## config.mk

```make
export PLATFORM = sky130hd
export DESIGN_NAME = awic_top
export DESIGN_NICKNAME = d
export VERILOG_FILES = /design/src/hdl/awic_decode.v /design/src/hdl/awic_top.v
export VERILOG_INCLUDE_DIRS = /design/src /design/src/hdl
export SDC_FILE = /design/constraint.sdc
export NUM_CORES = 1
export LEC_CHECK = 0
export ABC_AREA = 0
export BUFFER_PORTS_ARGS = -buffer_cell sky130_fd_sc_hd__buf_2
export CORE_ASPECT_RATIO = 1.2
export CORE_MARGIN = 2
export CORE_UTILIZATION = 54
export DETAILED_ROUTE_END_ITERATION = 8
export PLACE_DENSITY = 0.9
export SLEW_MARGIN = 20
export SYNTH_ARGS = -nofsm -noshare
export SYNTH_HDL_FRONTEND = slang
export SYNTH_SLANG_ARGS = --single-unit
```

## constraint.sdc

```tcl
create_clock -name aclk -period 4.1 [get_ports aclk]
set_input_delay 0.82 -clock aclk [delete_from_list [all_inputs] [get_ports aclk]]
set_output_delay 0.82 -clock aclk [all_outputs]
set_load 0.01 [all_outputs]
```

## src/hdl/awic_defs.vh

```
// Register map, field positions and reset values of the area wait/idle control block.
`ifndef AWIC_DEFS_VH
`define AWIC_DEFS_VH

// ----------------------------------------------------------------
// Register word indexes (byte address is four times the index)
// ----------------------------------------------------------------
`define AWIC_IDX_IDLE     2'h0
`define AWIC_IDX_WAIT     2'h1
`define AWIC_IDX_STAT     2'h2

// ----------------------------------------------------------------
// Reset values and writable masks
// ----------------------------------------------------------------
`define AWIC_IDLE_RESET   16'h3FF3
`define AWIC_IDLE_MASK    16'h3FF3
`define AWIC_WAIT_RESET   16'hFFE0
`define AWIC_WAIT_MASK    16'hFFE0

// ----------------------------------------------------------------
// Idle field least significant bits (two bits each)
// ----------------------------------------------------------------
`define AWIC_A6_IDLE_LSB  12
`define AWIC_A5_IDLE_LSB  10
`define AWIC_A4_IDLE_LSB  8
`define AWIC_A3_IDLE_LSB  6
`define AWIC_A2_IDLE_LSB  4
`define AWIC_A0_IDLE_LSB  0

// ----------------------------------------------------------------
// Wait field least significant bits
// ----------------------------------------------------------------
`define AWIC_A6_WAIT_LSB  13
`define AWIC_A5_WAIT_LSB  10
`define AWIC_A4_WAIT_LSB  7
`define AWIC_A3_WAIT_LSB  5

// ----------------------------------------------------------------
// Bus response codes
// ----------------------------------------------------------------
`define AWIC_RESP_OKAY    2'h0
`define AWIC_RESP_SLVERR  2'h2

`endif

```

## src/hdl/awic_decode.v

```verilog
// Per-area decoder of idle, wait, burst pitch and wait-pin enables.
`timescale 1ns/1ps
`include "awic_defs.vh"

module awic_decode (
   // Register contents
   input  wire [15:0] idle_reg,
   input  wire [15:0] wait_reg,
   input  wire        area3_sdram,
   // Area to decode
   input  wire [2:0]  area,
   // Decoded timing
   output reg  [1:0]  idle_cycles,
   output reg  [3:0]  first_waits,
   output reg  [3:0]  burst_pitch,
   output reg         first_wait_en,
   output reg         burst_wait_en
);

   reg [1:0] idle_code;
   reg [2:0] wcode;

   // ----------------------------------------------------------------
   // Field selection and decode
   // ----------------------------------------------------------------
   // Areas without a field fall back to one idle cycle and no waits.
   always @* begin
      idle_code     = 2'h0;
      wcode         = 3'h0;
      first_waits   = 4'h0;
      first_wait_en = 1'b0;
      case (area)
         3'h0: begin
            idle_code = idle_reg[`AWIC_A0_IDLE_LSB+1:`AWIC_A0_IDLE_LSB];
         end
         3'h2: begin
            idle_code = idle_reg[`AWIC_A2_IDLE_LSB+1:`AWIC_A2_IDLE_LSB];
         end
         3'h3: begin
            idle_code = idle_reg[`AWIC_A3_IDLE_LSB+1:`AWIC_A3_IDLE_LSB];
            wcode = {1'b0, wait_reg[`AWIC_A3_WAIT_LSB+1:`AWIC_A3_WAIT_LSB]};
            if (area3_sdram) begin
               first_waits = (wcode == 3'h0) ? 4'h1 : {1'b0, wcode};
            end else begin
               first_waits   = {1'b0, wcode};
               first_wait_en = (wcode != 3'h0);
            end
         end
         3'h4: begin
            idle_code = idle_reg[`AWIC_A4_IDLE_LSB+1:`AWIC_A4_IDLE_LSB];
            wcode = wait_reg[`AWIC_A4_WAIT_LSB+2:`AWIC_A4_WAIT_LSB];
         end
         3'h5: begin
            idle_code = idle_reg[`AWIC_A5_IDLE_LSB+1:`AWIC_A5_IDLE_LSB];
            // area 5 code, clamped at four
            wcode = wait_reg[`AWIC_A5_WAIT_LSB+2:`AWIC_A5_WAIT_LSB];
            if (wcode > 3'h4)
               wcode = 3'h4;
         end
         3'h6: begin
            idle_code = idle_reg[`AWIC_A6_IDLE_LSB+1:`AWIC_A6_IDLE_LSB];
            wcode = wait_reg[`AWIC_A6_WAIT_LSB+2:`AWIC_A6_WAIT_LSB];
         end
         default: begin
            idle_code = 2'h0;
         end
      endcase
      // first-access waits grow by two above code 100
      if (area == 3'h4 || area == 3'h5 || area == 3'h6) begin
         first_waits   = (wcode[2]) ? ({wcode, 1'b0} - 4'h4) : {1'b0, wcode};
         first_wait_en = (wcode != 3'h0);
      end
      // idle code 00 and 01 both mean one cycle
      idle_cycles = (idle_code == 2'h0) ? 2'h1 : idle_code;
      // area 5 and 6 burst pitch has a floor of two, codes 010 and 011 add one
      if (area == 3'h5 || area == 3'h6) begin
         burst_wait_en = 1'b1;
         if (wcode < 3'h2)
            burst_pitch = 4'h2;
         else if (wcode < 3'h4)
            burst_pitch = {1'b0, wcode} + 4'h1;
         else
            burst_pitch = first_waits;
      end else begin
         burst_wait_en = first_wait_en;
         burst_pitch   = first_waits + 4'h1;
      end
   end

endmodule // awic_decode

```

## src/hdl/awic_top.v

```verilog
// Area wait/idle control: AXI4-Lite registers and external access timing.
// Operation
// - Idle bits 7:6 give area 3 idles on leaving it or read-to-write.
// - Idle bits 5:4 give area 2 idles on leaving it or read-to-write.
// - Idle bits 1:0 give area 0 idles on leaving it or read-to-write.
// - Idle code 00 or 01 is one cycle, 10 two, 11 three.
// - Idle bits 3:2 read zero; software writes zero there.
// - Wait register is 16 bits, sets waits and burst pitch per area.
// - Wait bits 15:13 set area 6 first waits and burst pitch.
// - Wait bits 12:10 set area 5 first waits and burst pitch.
// - Wait bits 9:7 set area 4 wait states.
// - Area 3 ordinary memory: code gives 0-3 waits, pin ignored at 00.
// - Area 3 SDRAM: code gives CAS latency 1, 1, 2, 3.
// - Idle register resets to 3FF3 on power-on reset only.
// - Area 6 codes give waits 0-10 and burst pitch 2-10.
// - Area 5 codes 000-100 give waits 0-4 and burst pitch 2-4.
//
// The placing of the registers and register access over AXI4-Lite were left to the implementer.
`timescale 1ns/1ps
`include "awic_defs.vh"

module awic_top #(
   parameter ADDR_W = 12
) (
   // Clock, power-on reset and clock enable
   input  wire              aclk,
   input  wire              aresetn,
   input  wire              ce,
   // AXI4-Lite write address and data
   input  wire              s_axi_awvalid,
   output reg               s_axi_awready,
   input  wire [ADDR_W-1:0] s_axi_awaddr,
   input  wire [2:0]        s_axi_awprot,
   input  wire              s_axi_wvalid,
   output reg               s_axi_wready,
   input  wire [31:0]       s_axi_wdata,
   input  wire [3:0]        s_axi_wstrb,
   // AXI4-Lite write response
   output reg               s_axi_bvalid,
   input  wire              s_axi_bready,
   output reg  [1:0]        s_axi_bresp,
   // AXI4-Lite read
   input  wire              s_axi_arvalid,
   output reg               s_axi_arready,
   input  wire [ADDR_W-1:0] s_axi_araddr,
   input  wire [2:0]        s_axi_arprot,
   output reg               s_axi_rvalid,
   input  wire              s_axi_rready,
   output reg  [31:0]       s_axi_rdata,
   output reg  [1:0]        s_axi_rresp,
   // Access request from the bus state logic
   input  wire              acc_valid,
   output reg               acc_ready,
   input  wire [2:0]        acc_area,
   input  wire              acc_write,
   input  wire [3:0]        acc_beats,
   // Memory type strap and external wait pin
   input  wire              area3_sdram,
   input  wire              ext_wait_n,
   // Access timing outputs
   output reg               idle_gap,
   output reg               data_cycle,
   output reg               beat_done,
   output reg               acc_done,
   output reg  [1:0]        cas_latency
);

   // ----------------------------------------------------------------
   // State encoding
   // ----------------------------------------------------------------
   localparam [3:0] S_IDLE  = 4'b0001;
   localparam [3:0] S_GAP   = 4'b0010;
   localparam [3:0] S_FIRST = 4'b0100;
   localparam [3:0] S_BURST = 4'b1000;

   // ----------------------------------------------------------------
   // Declarations
   // ----------------------------------------------------------------
   reg  [15:0]       intercycle_idle_control;
   reg  [15:0]       area_wait_control;
   reg  [ADDR_W-1:0] wr_addr;
   reg  [31:0]       wr_data;
   reg  [3:0]        wr_strb;
   reg  [3:0]        state;
   reg  [3:0]        cnt;
   reg  [3:0]        beats_left;
   reg  [2:0]        cur_area;
   reg  [2:0]        last_area;
   reg               last_write;
   reg               has_prev;
   reg               cur_write;
   reg               wait_meta;
   reg               wait_sync;
   reg  [31:0]       read_word;
   reg               read_hit;
   reg               write_hit;
   reg  [15:0]       next_idle;
   reg  [15:0]       next_wait;
   reg               need_gap;
   wire              wr_go;
   wire [1:0]        prev_idle;
   wire [3:0]        new_waits;
   wire              new_wait_en;
   wire [3:0]        run_waits;
   wire [3:0]        run_pitch;
   wire              run_first_en;
   wire              run_burst_en;
   wire [31:0]       stat_word;

   // ----------------------------------------------------------------
   // Decoders
   // ----------------------------------------------------------------
   // Previous area gives the idle count, requested area the first waits.
   awic_decode u_prev (
      .idle_reg      (intercycle_idle_control),
      .wait_reg      (area_wait_control),
      .area3_sdram   (area3_sdram),
      .area          (last_area),
      .idle_cycles   (prev_idle),
      .first_waits   (),
      .burst_pitch   (),
      .first_wait_en (),
      .burst_wait_en ()
   );

   awic_decode u_new (
      .idle_reg      (intercycle_idle_control),
      .wait_reg      (area_wait_control),
      .area3_sdram   (area3_sdram),
      .area          (acc_area),
      .idle_cycles   (),
      .first_waits   (new_waits),
      .burst_pitch   (),
      .first_wait_en (new_wait_en),
      .burst_wait_en ()
   );

   // Running access; registers may change under it, which is tolerated.
   awic_decode u_run (
      .idle_reg      (intercycle_idle_control),
      .wait_reg      (area_wait_control),
      .area3_sdram   (area3_sdram),
      .area          (cur_area),
      .idle_cycles   (),
      .first_waits   (run_waits),
      .burst_pitch   (run_pitch),
      .first_wait_en (run_first_en),
      .burst_wait_en (run_burst_en)
   );

   // ----------------------------------------------------------------
   // Register write path
   // ----------------------------------------------------------------
   assign wr_go = !s_axi_awready && !s_axi_wready && !s_axi_bvalid;

   // Merge byte lanes into both registers; unused bits stay zero.
   always @* begin
      next_idle = intercycle_idle_control;
      next_wait = area_wait_control;
      if (wr_strb[0]) begin
         next_idle[7:0] = wr_data[7:0];
         next_wait[7:0] = wr_data[7:0];
      end
      if (wr_strb[1]) begin
         next_idle[15:8] = wr_data[15:8];
         next_wait[15:8] = wr_data[15:8];
      end
      next_idle = next_idle & `AWIC_IDLE_MASK;
      next_wait = next_wait & `AWIC_WAIT_MASK;
      write_hit = (wr_addr[ADDR_W-1:4] == 0) &&
                  (wr_addr[3:2] == `AWIC_IDX_IDLE || wr_addr[3:2] == `AWIC_IDX_WAIT);
   end

   // Address and data are caught in either order; the answer needs both.
   always @(posedge aclk) begin
      if (!aresetn) begin
         s_axi_awready <= 1'b1;
         s_axi_wready  <= 1'b1;
         s_axi_bvalid  <= 1'b0;
         s_axi_bresp   <= `AWIC_RESP_OKAY;
         wr_addr       <= {ADDR_W{1'b0}};
         wr_data       <= 32'h00000000;
         wr_strb       <= 4'h0;
         intercycle_idle_control <= `AWIC_IDLE_RESET;
         area_wait_control       <= `AWIC_WAIT_RESET;
      end else if (ce) begin
         if (s_axi_awvalid && s_axi_awready) begin
            s_axi_awready <= 1'b0;
            wr_addr       <= s_axi_awaddr;
         end
         if (s_axi_wvalid && s_axi_wready) begin
            s_axi_wready <= 1'b0;
            wr_data      <= s_axi_wdata;
            wr_strb      <= s_axi_wstrb;
         end
         if (wr_go) begin
            s_axi_bvalid <= 1'b1;
            s_axi_bresp  <= write_hit ? `AWIC_RESP_OKAY : `AWIC_RESP_SLVERR;
            if (write_hit && wr_addr[3:2] == `AWIC_IDX_IDLE)
               intercycle_idle_control <= next_idle;
            if (write_hit && wr_addr[3:2] == `AWIC_IDX_WAIT)
               area_wait_control <= next_wait;
         end
         if (s_axi_bvalid && s_axi_bready) begin
            s_axi_bvalid  <= 1'b0;
            s_axi_awready <= 1'b1;
            s_axi_wready  <= 1'b1;
         end
      end
   end

   // ----------------------------------------------------------------
   // Register read path
   // ----------------------------------------------------------------
   assign stat_word = {21'h000000, has_prev, cas_latency, last_write,
                       last_area, state};

   // Status is read-only; the two control words read back as stored.
   always @* begin
      read_word = 32'h00000000;
      read_hit  = (s_axi_araddr[ADDR_W-1:4] == 0);
      case (s_axi_araddr[3:2])
         `AWIC_IDX_IDLE: begin
            read_word = {16'h0000, intercycle_idle_control & `AWIC_IDLE_MASK};
         end
         `AWIC_IDX_WAIT: begin
            read_word = {16'h0000, area_wait_control};
         end
         `AWIC_IDX_STAT: begin
            read_word = stat_word;
         end
         default: begin
            read_hit = 1'b0;
         end
      endcase
   end

   // One read at a time; arready falls while the answer stands.
   always @(posedge aclk) begin
      if (!aresetn) begin
         s_axi_arready <= 1'b1;
         s_axi_rvalid  <= 1'b0;
         s_axi_rdata   <= 32'h00000000;
         s_axi_rresp   <= `AWIC_RESP_OKAY;
      end else if (ce) begin
         if (s_axi_arvalid && s_axi_arready) begin
            s_axi_arready <= 1'b0;
            s_axi_rvalid  <= 1'b1;
            s_axi_rdata   <= read_hit ? read_word : 32'h00000000;
            s_axi_rresp   <= read_hit ? `AWIC_RESP_OKAY : `AWIC_RESP_SLVERR;
         end else if (s_axi_rvalid && s_axi_rready) begin
            s_axi_rvalid  <= 1'b0;
            s_axi_arready <= 1'b1;
         end
      end
   end

   // ----------------------------------------------------------------
   // Wait pin synchroniser
   // ----------------------------------------------------------------
   // The pin is asynchronous to aclk, so two flops come before any use.
   always @(posedge aclk) begin
      if (!aresetn) begin
         wait_meta <= 1'b0;
         wait_sync <= 1'b0;
      end else if (ce) begin
         wait_meta <= !ext_wait_n;
         wait_sync <= wait_meta;
      end
   end

   // ----------------------------------------------------------------
   // Gap detection
   // ----------------------------------------------------------------
   // A gap follows leaving an area or a read turning into a write there.
   always @* begin
      need_gap = has_prev &&
                 ((acc_area != last_area) || (!last_write && acc_write));
   end

   // ----------------------------------------------------------------
   // Access sequencer
   // ----------------------------------------------------------------
   always @(posedge aclk) begin
      if (!aresetn) begin
         state       <= S_IDLE;
         cnt         <= 4'h0;
         beats_left  <= 4'h0;
         cur_area    <= 3'h0;
         cur_write   <= 1'b0;
         last_area   <= 3'h0;
         last_write  <= 1'b0;
         has_prev    <= 1'b0;
         acc_ready   <= 1'b1;
         idle_gap    <= 1'b0;
         data_cycle  <= 1'b0;
         beat_done   <= 1'b0;
         acc_done    <= 1'b0;
         cas_latency <= 2'h3;
      end else if (ce) begin
         beat_done <= 1'b0;
         acc_done  <= 1'b0;
         // SDRAM CAS latency shown on its own output
         cas_latency <= (area_wait_control[`AWIC_A3_WAIT_LSB+1:`AWIC_A3_WAIT_LSB] == 2'h0)
                        ? 2'h1 : area_wait_control[`AWIC_A3_WAIT_LSB+1:`AWIC_A3_WAIT_LSB];
         case (state)
            S_IDLE: begin
               if (acc_valid && acc_ready) begin
                  acc_ready  <= 1'b0;
                  cur_area   <= acc_area;
                  cur_write  <= acc_write;
                  beats_left <= (acc_beats == 4'h0) ? 4'h0 : acc_beats - 4'h1;
                  if (need_gap) begin
                     // idles of the area being left, decoded
                     state    <= S_GAP;
                     cnt      <= {2'h0, prev_idle} - 4'h1;
                     idle_gap <= 1'b1;
                  end else begin
                     state      <= S_FIRST;
                     cnt        <= new_waits;
                     data_cycle <= 1'b1;
                  end
               end
            end
            S_GAP: begin
               if (cnt == 4'h0) begin
                  state      <= S_FIRST;
                  cnt        <= run_waits;
                  idle_gap   <= 1'b0;
                  data_cycle <= 1'b1;
               end else begin
                  cnt <= cnt - 4'h1;
               end
            end
            S_FIRST: begin
               if (cnt != 4'h0) begin
                  cnt <= cnt - 4'h1;
               // enabled wait pin holds the first access
               end else if (!(run_first_en && wait_sync)) begin
                  beat_done <= 1'b1;
                  if (beats_left == 4'h0) begin
                     state      <= S_IDLE;
                     data_cycle <= 1'b0;
                     acc_done   <= 1'b1;
                     acc_ready  <= 1'b1;
                     last_area  <= cur_area;
                     last_write <= cur_write;
                     has_prev   <= 1'b1;
                  end else begin
                     // burst beats at the area pitch
                     state      <= S_BURST;
                     cnt        <= run_pitch - 4'h1;
                     beats_left <= beats_left - 4'h1;
                  end
               end
            end
            S_BURST: begin
               if (cnt != 4'h0) begin
                  cnt <= cnt - 4'h1;
               // enabled wait pin holds each burst beat
               end else if (!(run_burst_en && wait_sync)) begin
                  beat_done <= 1'b1;
                  if (beats_left == 4'h0) begin
                     state      <= S_IDLE;
                     data_cycle <= 1'b0;
                     acc_done   <= 1'b1;
                     acc_ready  <= 1'b1;
                     last_area  <= cur_area;
                     last_write <= cur_write;
                     has_prev   <= 1'b1;
                  end else begin
                     cnt        <= run_pitch - 4'h1;
                     beats_left <= beats_left - 4'h1;
                  end
               end
            end
            default: begin
               state      <= S_IDLE;
               acc_ready  <= 1'b1;
               idle_gap   <= 1'b0;
               data_cycle <= 1'b0;
            end
         endcase
      end
   end

endmodule // awic_top

```

==> results.sh, run 1 <==
export IMPL_firstDrtPassIters=5
export IMPL_final_cell_mix="nand2_1 (126), dfxtp_1 (102), buf_2 (84), nor2_1 (49), a21oi_1 (46)"
export IMPL_min_delay_path_depth=2
export IMPL_dr_total_vias=4969
export IMPL_postCtsSetupRepairBufs=0
export IMPL_gr_total_overflow=0
export IMPL_max_freq_mhz=286
export IMPL_ios=133
export IMPL_total_power_mw=2.26
export IMPL_ctsResizeCount=0
export IMPL_antenna_left=0
export IMPL_cts_htree_levels=3
export IMPL_max_cap_violations=0
export IMPL_layout_commonest_cell="nand2_1"
export IMPL_ys_seq_elements=102
export IMPL_fin_ws_ns=0.606
export IMPL_cp_end_kind="flip-flop"
export IMPL_place_ws_ns=0.658
export IMPL_row_count=39
export IMPL_clkTransAtPathRegs_ns=0.07
export IMPL_setup_viol_count_final=0
export IMPL_period_minus_slack_ns=3.49
export IMPL_ys_seq_area_share_pct=38.5
export IMPL_crit_chain="nor4bb_1 > o21ai_1 > nand2_2 > ha_1 > o211a_2 > a221o_1 > nand2_1 > ha_1 > or3_1 > o31ai_1 > a41oi_1 > a311oi_1"
export IMPL_grt_pass1_wl_mm=22.4
export IMPL_cts_root_buffer="clkbuf_16"
export IMPL_min_path_type="reg -> reg"
export IMPL_synth_edf_count=0
export IMPL_hpwl_mm=9.87
export IMPL_ys_top_cells_by_area="dfxtp_1 (38%), nand2_1 (8.9%), mux2i_1 (7.9%)"
export IMPL_area_growth_pct=12.4
export IMPL_maxSlewViolCount=0
export IMPL_fp_dieH_microns=113
export IMPL_rsz0062_at_grt="no"
export IMPL_io_buffers=84
export IMPL_r2r_cells=12
export IMPL_drc=0
export IMPL_cp_max_fo=18
export IMPL_ir_drop_mv=0.279
export IMPL_synthFlopType="dfxtp_1"
export IMPL_antenna_found_initial=0
export IMPL_fin_skew_ns=0.00644
export IMPL_rrSetupSlack_ns=0.61
export IMPL_cp_start_kind="flip-flop"
export IMPL_place_inst=812
export IMPL_grt_pass1_vias=4842
export IMPL_final_cells=828
export IMPL_cp_slowest_stage_delay_ns=0.67
export IMPL_design_area_sq_um=5960
export IMPL_nFillCells=791
export IMPL_crit_family="compound AO/OA/AOI/OAI gates"
export IMPL_power_net_switching_mw=0.624
export IMPL_seq_power_share_pct=47.0
export IMPL_start_util_pct=55.5
export IMPL_worstMarginPinSlew_ns=1.09
export IMPL_p_int_mw=1.64
export IMPL_coreArea_sq_um=9560
export IMPL_cp_data_required_time_ns=4.35
export IMPL_synth_cell_area_sq_um=5310
export IMPL_crit_cells=12
export IMPL_yosys_warnings=0
export IMPL_drive_gt1_share_pct=17.4
export IMPL_viasPerCell=6.00
export IMPL_place_congestion=0.903
export IMPL_finalCritPeriodShare_pct=85.2
export IMPL_postPlaceCellArea_sq_um=5660
export IMPL_p_per_area_nw_per_um2=379
export IMPL_slew_headroom_pct=26.4
export IMPL_synth_cell_types=75
export IMPL_multiInputGateArea_sq_um=2970
export IMPL_synth_area_per_cell_sq_um=8.24
export IMPL_die_area_sq_um=10600
export IMPL_clk_latency_ns=0.34
export IMPL_finalHoldViolCount=0
export IMPL_cts_tree="done"
export IMPL_swShare_pct=27.6
export IMPL_grt_max_degree=63
export IMPL_antenna_cells=0
export IMPL_crit_path_frequent_cell="ha_1"
export IMPL_status="complete, no violations"
export IMPL_critPathBufInv=0
export IMPL_syn_inst=644
export IMPL_wire_per_inst_microns=16.6
export IMPL_cts_buffers=9
export IMPL_synth_area_leader_cell="dfxtp_1"
export IMPL_crit_type="reg -> reg"
export IMPL_ctsHoldBuffers=0
export IMPL_fin_nets=790
export IMPL_clock_path_buffers=2
export IMPL_cp_slowest_cell="dfxtp_1"
export IMPL_critPathArrivalTime_ns=3.74
export IMPL_clock_sinks=102
export IMPL_p_comb_share_pct=14.9
export IMPL_yosys_area_top_type_share_pct=38.5
export IMPL_p_clk_share_pct=38.1
export IMPL_routed_wl_mm=13.7
export IMPL_regArea_sq_um=2040
export IMPL_p_leak_nw=2.52
export IMPL_finalSetupTns_ns=0
export IMPL_async_flop_share_pct=0
export IMPL_die_x_microns=94.5
export IMPL_grt_util_all_layers_pct=26.1
export IMPL_drt_iter0_drc=350
==> cells by family (layout without fill, tap and decap cells) <==
logic type	count (synthesis)	count (layout)	synth area share [%]
other	1	18	0.0707
buffers and inverters	73	117	6.82
xor gates and xnor gates	5	5	0.825
and+or+nand+nor	266	266	23.7
AOI/OAI and AO/OA	146	146	19.6
muxes	46	46	9.27
adders and majority gates	5	5	1.18
DFF	102	102	38.5
==> path summary, 6_finish.rpt <==
path / from / to
max: cur_area[2]$_SDFFE_PN0P_ / cnt[1]$_SDFFE_PN0P_
max reg2reg: cur_area[2]$_SDFFE_PN0P_ / cnt[1]$_SDFFE_PN0P_
min reg2reg: wr_data[4]$_SDFFE_PN0P_ / wr_data[4]$_SDFFE_PN0P_
min: wr_data[4]$_SDFFE_PN0P_ / wr_data[4]$_SDFFE_PN0P_
==> power groups by stage <==
| stage | combinational (mW) | clock [mW] | sequential (mW) |
|---|---|---|---|
| 2_1_floorplan | 0.259 | 0 | 1.07 |
| 3_3_place_gp | 0.316 | 0 | 1.08 |
| 3_5_place_dp | 0.329 | 0 | 1.08 |
| 4_1_cts | 0.332 | 0.862 | 1.06 |
| 5_1_grt | 0.374 | 0.905 | 1.07 |
| 6_report | 0.337 | 0.862 | 1.06 |
==> per-stage QoR <==
stage | hold WS (ns) | util [%]
detailed placement | 0.449 | 59.2
global placement | 0.442 | 59.2
finish | 0.456 | 62.3
floorplan | 0.436 | -
CTS | 0.458 | 62.3
global route | 0.476 | 62.3
==> sequential cells by signal, summed over array words and instances (netlist names), 2 cells and up <==
name and flops:
area_wait_control 11, beats_left 4, cas_latency 2, cnt 4, cur_area 3, intercycle_idle_control 12
last_area 3, s_axi_rdata 16, state 4, wr_addr 10, wr_data 14, wr_strb 2
==> layer usage <==
metal	vias up	wire length, microns	track usage, %
li1	2382	-	-
met1	2323	5410	30.9
met2	209	7020	45.7
met3	55	676	2.95
met4	0	610	13.6
met5	-	0	0
==> synthesized netlist by cell type (4+ instances only) <==
library cell and instances:
o21ai_1 4, mux2i_1 42, nand3b_1 10, a21oi_1 46, ha_1 5, nand3_1 17
and3_1 6, and2_1 6, o21ai_0 16, dfxtp_1 102, nand2_1 126, nor3_1 9
nor2b_1 9, buf_4 18, a311oi_1 4, nor3b_1 4, o31ai_1 5, a22oi_1 11
clkbuf_1 33, a222oi_1 9, a21o_1 6, nand4_1 4, buf_2 4, o21a_1 4
nand2b_1 4, xor2_1 4, a211oi_1 4, inv_1 11, nor2_1 49
==> layout make-up <==
| type | count | area share [%] |
|---|---|---|
| inverters | 13 | 0.818 |
| repair buffers | 88 | 7.56 |
| clock inverters | 5 | 0.986 |
| well taps | 123 | 2.58 |
| clock buffers | 11 | 4.07 |
| flip-flops and latches | 102 | 34.2 |
| multi-input cells | 486 | 49.7 |
==> worst min-delay path, stage by stage (launching register included) <==
cell     delay (ns)
dfxtp_1        0.31
nand2_1        0.05
a21oi_1        0.05
No activity file was read; power rests on OpenSTA's default activity.
==> run 2, diff against run 1 <==
- ABC_AREA: 0 -> 1
- CORE_UTILIZATION: 54 -> 45
- PLACE_DENSITY: 0.9 -> 0.78
==> run 2 against run 1 <==
Against the previous run:
- non-clock buffer count unchanged
- die area is 19% higher
- global-route usage decreased by 4.3 points
- sequential share of layout area is 0.60 points lower
- largest cell class unchanged
- via count up 2.4%
- worst setup slack improved by 0.88 ns
- critical endpoint unchanged
- wire length shrank 4.5%
- highest routed layer unchanged
- largest power group unchanged
- count of clock-buffer cells in the layout is 1 lower
- total power increased by 25%
- clock skew increased by 0.0017 ns
- sequential power increased by 7%
- core utilization decreased by 9.6 points
==> results.sh, run 2 <==
export IMPL_status="complete, no violations"
export IMPL_p_leak_nw=2.81
export IMPL_ir_drop_mv=0.246
export IMPL_r2r_end="cnt[1]$_SDFFE_PN0P_"
export IMPL_wire_per_inst_microns=13.5
export IMPL_start_util_pct=45.9
export IMPL_syn_inst=744
export IMPL_grtUsageMet2_pct=36.5
export IMPL_grt_pass1_vias=4770
export IMPL_coreArea_sq_um=11500
export IMPL_clock_path_buffers=2
export IMPL_crit_chain="inv_1 > nand4_1 > nand2_1 > nor2_1 > nand2_2 > ha_1 > nand2_1 > nand2_1 > o21ai_0 > and2_1 > ha_1 > nand2_1 > a22oi_1 > o21ai_0 > nor2_1 > nor2_1"
export IMPL_period_minus_slack_ns=2.62
export IMPL_finalCritPeriodShare_pct=63.8
export IMPL_finalSetupTns_ns=0
export IMPL_met3_usage_pct=3.76
export IMPL_synth_cell_types=55
export IMPL_busiest_layer="met2"
export IMPL_finalHoldViolCount=0
export IMPL_regToRegStartpoint="cur_area[2]$_SDFFE_PN0P_"
export IMPL_cts_tree="done"
export IMPL_ios=133
export IMPL_ctsHoldBuffers=0
export IMPL_r2r_cells=16
export IMPL_grt_pass1_wl_mm=21.8
export IMPL_fin_nets=902
export IMPL_hpwl_mm=9.77
export IMPL_cp_slowest_stage_delay_ns=0.51
export IMPL_max_freq_mhz=382
export IMPL_cp_max_fo=8
export IMPL_min_path_type="reg -> reg"
export IMPL_fp_dieH_microns=123
export IMPL_crit_cells=16
export IMPL_regMostFlops="s_axi_rdata"
export IMPL_clock_sinks=102
export IMPL_gr_total_overflow=0
export IMPL_antenna_found_initial=0
export IMPL_die_x_microns=103
export IMPL_reg_top3="s_axi_rdata (16), wr_data (14), intercycle_idle_control (12)"
export IMPL_viasPerCell=5.23
export IMPL_critPathBufInv=1
export IMPL_row_count=43
export IMPL_cp_start_kind="flip-flop"
export IMPL_firstDrtPassIters=6
export IMPL_dr_total_vias=5090
export IMPL_synth_most_common_cell="nand2_1"
export IMPL_critPathArrivalTime_ns=2.87
export IMPL_synth_edf_count=0
export IMPL_synth_common_cells="nand2_1 (154), dfxtp_1 (102), inv_1 (89), a21oi_1 (69), o21ai_0 (60)"
export IMPL_place_congestion=0.991
export IMPL_final_cell_mix="nand2_1 (154), dfxtp_1 (102), inv_1 (89), buf_2 (84), a21oi_1 (69)"
export IMPL_use_met1_pct=26.9
export IMPL_async_flop_share_pct=0
export IMPL_synth_cell_area_sq_um=5280
export IMPL_max_cap_violations=0
export IMPL_cp_slowest_cell="dfxtp_1"
export IMPL_crit_type="reg -> reg"
export IMPL_grt_max_degree=70
export IMPL_ys_seq_elements=102
export IMPL_clkTransAtPathRegs_ns=0.07
export IMPL_area_growth_pct=14.9
export IMPL_cp_startpoint="cur_area[2]$_SDFFE_PN0P_"
export IMPL_crit_family="simple AND/OR/NAND/NOR gates"
export IMPL_p_per_area_nw_per_um2=465
export IMPL_synth_area_leader_cell="dfxtp_1"
export IMPL_rsz0062_at_grt="no"
export IMPL_yosys_warnings=0
export IMPL_clk_latency_ns=0.35
export IMPL_synthFlopType="dfxtp_1"
export IMPL_postCtsSetupRepairBufs=0
export IMPL_yosys_area_top_type_share_pct=38.7
export IMPL_nFillCells=1186
export IMPL_ys_seq_area_share_pct=38.7
export IMPL_setup_viol_count_final=0
export IMPL_maxSlewViolCount=0
export IMPL_cp_end_kind="flip-flop"
export IMPL_largest_reg_flops=16
export IMPL_crit_path_frequent_cell="nand2_1"
export IMPL_slew_headroom_pct=31.7
export IMPL_ys_top_cells_by_area="dfxtp_1 (39%), nand2_1 (11%), a21oi_1 (6.5%)"
export IMPL_ctsResizeCount=0
export IMPL_cts_root_buffer="clkbuf_16"
export IMPL_antenna_left=0
export IMPL_io_buffers=84
export IMPL_fin_skew_ns=0.00813
export IMPL_die_area_sq_um=12600
export IMPL_layout_commonest_cell="nand2_1"
export IMPL_synth_area_per_cell_sq_um=7.10
export IMPL_drive_gt1_share_pct=16.5
export IMPL_cts_buffers=9
export IMPL_antenna_cells=0
export IMPL_drt_iter0_drc=357
export IMPL_cp_data_required_time_ns=4.35
export IMPL_worstMarginPinSlew_ns=1.02
export IMPL_grt_util_all_layers_pct=21.8
export IMPL_cts_htree_levels=3
export IMPL_endpoint="cnt[1]$_SDFFE_PN0P_"
export IMPL_routed_wl_mm=13.1
export IMPL_drc=0
export IMPL_rrSetupSlack_ns=1.48
export IMPL_total_power_mw=2.82
-- run 2: cell types whose count changed in the layout (fill, tap and decap cells not counted), moves of 9 or more --
cell | previous run | this run
nand3b_1 | 10 | 0
a22oi_1 | 11 | 2
nand4_1 | 4 | 13
a21oi_1 | 46 | 69
nand2_1 | 126 | 154
nand3_1 | 17 | 38
nor2b_1 | 9 | 0
inv_1 | 11 | 89
o21ai_0 | 16 | 60
a222oi_1 | 9 | 0
mux2i_1 | 42 | 2
o211ai_1 | 3 | 24
-- run 2: power breakdown --
| part | internal (mW) | leakage, nW | switching, mW |
|---|---|---|---|
| clock network | 0.557 | 0.161 | 0.391 |
| registers | 1.07 | 0.832 | 0.0580 |
| logic | 0.261 | 1.82 | 0.490 |
-- run 2: layer usage --
metal | up-vias | part of all wire [%]
met4 | 0 | 3.7
li1 | 2598 | -
met2 | 174 | 48
met1 | 2279 | 44
met3 | 39 | 4.5
met5 | - | 0
-- run 2: logic make-up (layout without fill, tap and decap cells) --
kind of cell               after synthesis  count (layout)  synth area share, %
adders and majority gates                5               5                 1.18
and+or+nand+nor                        297             297                 26.1
buffers and inverters                  141             197                 11.5
xor gates and xnor gates                 3               3                0.498
DFF                                    102             102                 38.7
other                                    1              18               0.0710
AOI/OAI and AO/OA                      193             193                 21.6
muxes                                    2               2                0.379
-- run 2: worst min path at each step --
stage                             startpoint                  endpoint  cells past startpoint
finish              wr_data[14]$_SDFFE_PN0P_  wr_data[14]$_SDFFE_PN0P_                      2
global route        wr_addr[10]$_SDFFE_PN0P_  wr_addr[10]$_SDFFE_PN0P_                      2
CTS                 wr_data[14]$_SDFFE_PN0P_  wr_data[14]$_SDFFE_PN0P_                      2
detailed placement  wr_data[14]$_SDFFE_PN0P_  wr_data[14]$_SDFFE_PN0P_                      2
global placement     wr_addr[4]$_SDFFE_PN0P_   wr_addr[4]$_SDFFE_PN0P_                      2
floorplan           wr_addr[11]$_SDFFE_PN0P_  wr_addr[11]$_SDFFE_PN0P_                      2
-- run 2: stage by stage --
stage               std cells  utilization [%]  hold slack [ns]  setup slack (ns)  cell area, sq um
floorplan                 761                -            0.429              1.83              5350
global placement          958             49.8            0.439              1.23              5740
detailed placement        958             49.8            0.445              1.19              5740
CTS                       974             52.7            0.455              1.51              6070
global route              974             52.7            0.474              1.25              6070
finish                    974             52.7            0.455              1.48              6070
-- run 2: final cells by class --
class | count | area, sq um | share of cell area (%)
multi-input combinational | 518 | 2700 | 44.4
clock buffer | 10 | 239 | 3.94
tap | 157 | 196 | 3.24
sequential | 102 | 2040 | 33.6
inverter | 93 | 352 | 5.79
timing repair buffer | 88 | 450 | 7.42
clock inverter | 6 | 92.6 | 1.53
-- run 2: tightest hold or removal path, cell delays in order (launching register included) --
cell and delay, ns:
dfxtp_1 0.30, inv_1 0.06, a21oi_1 0.05
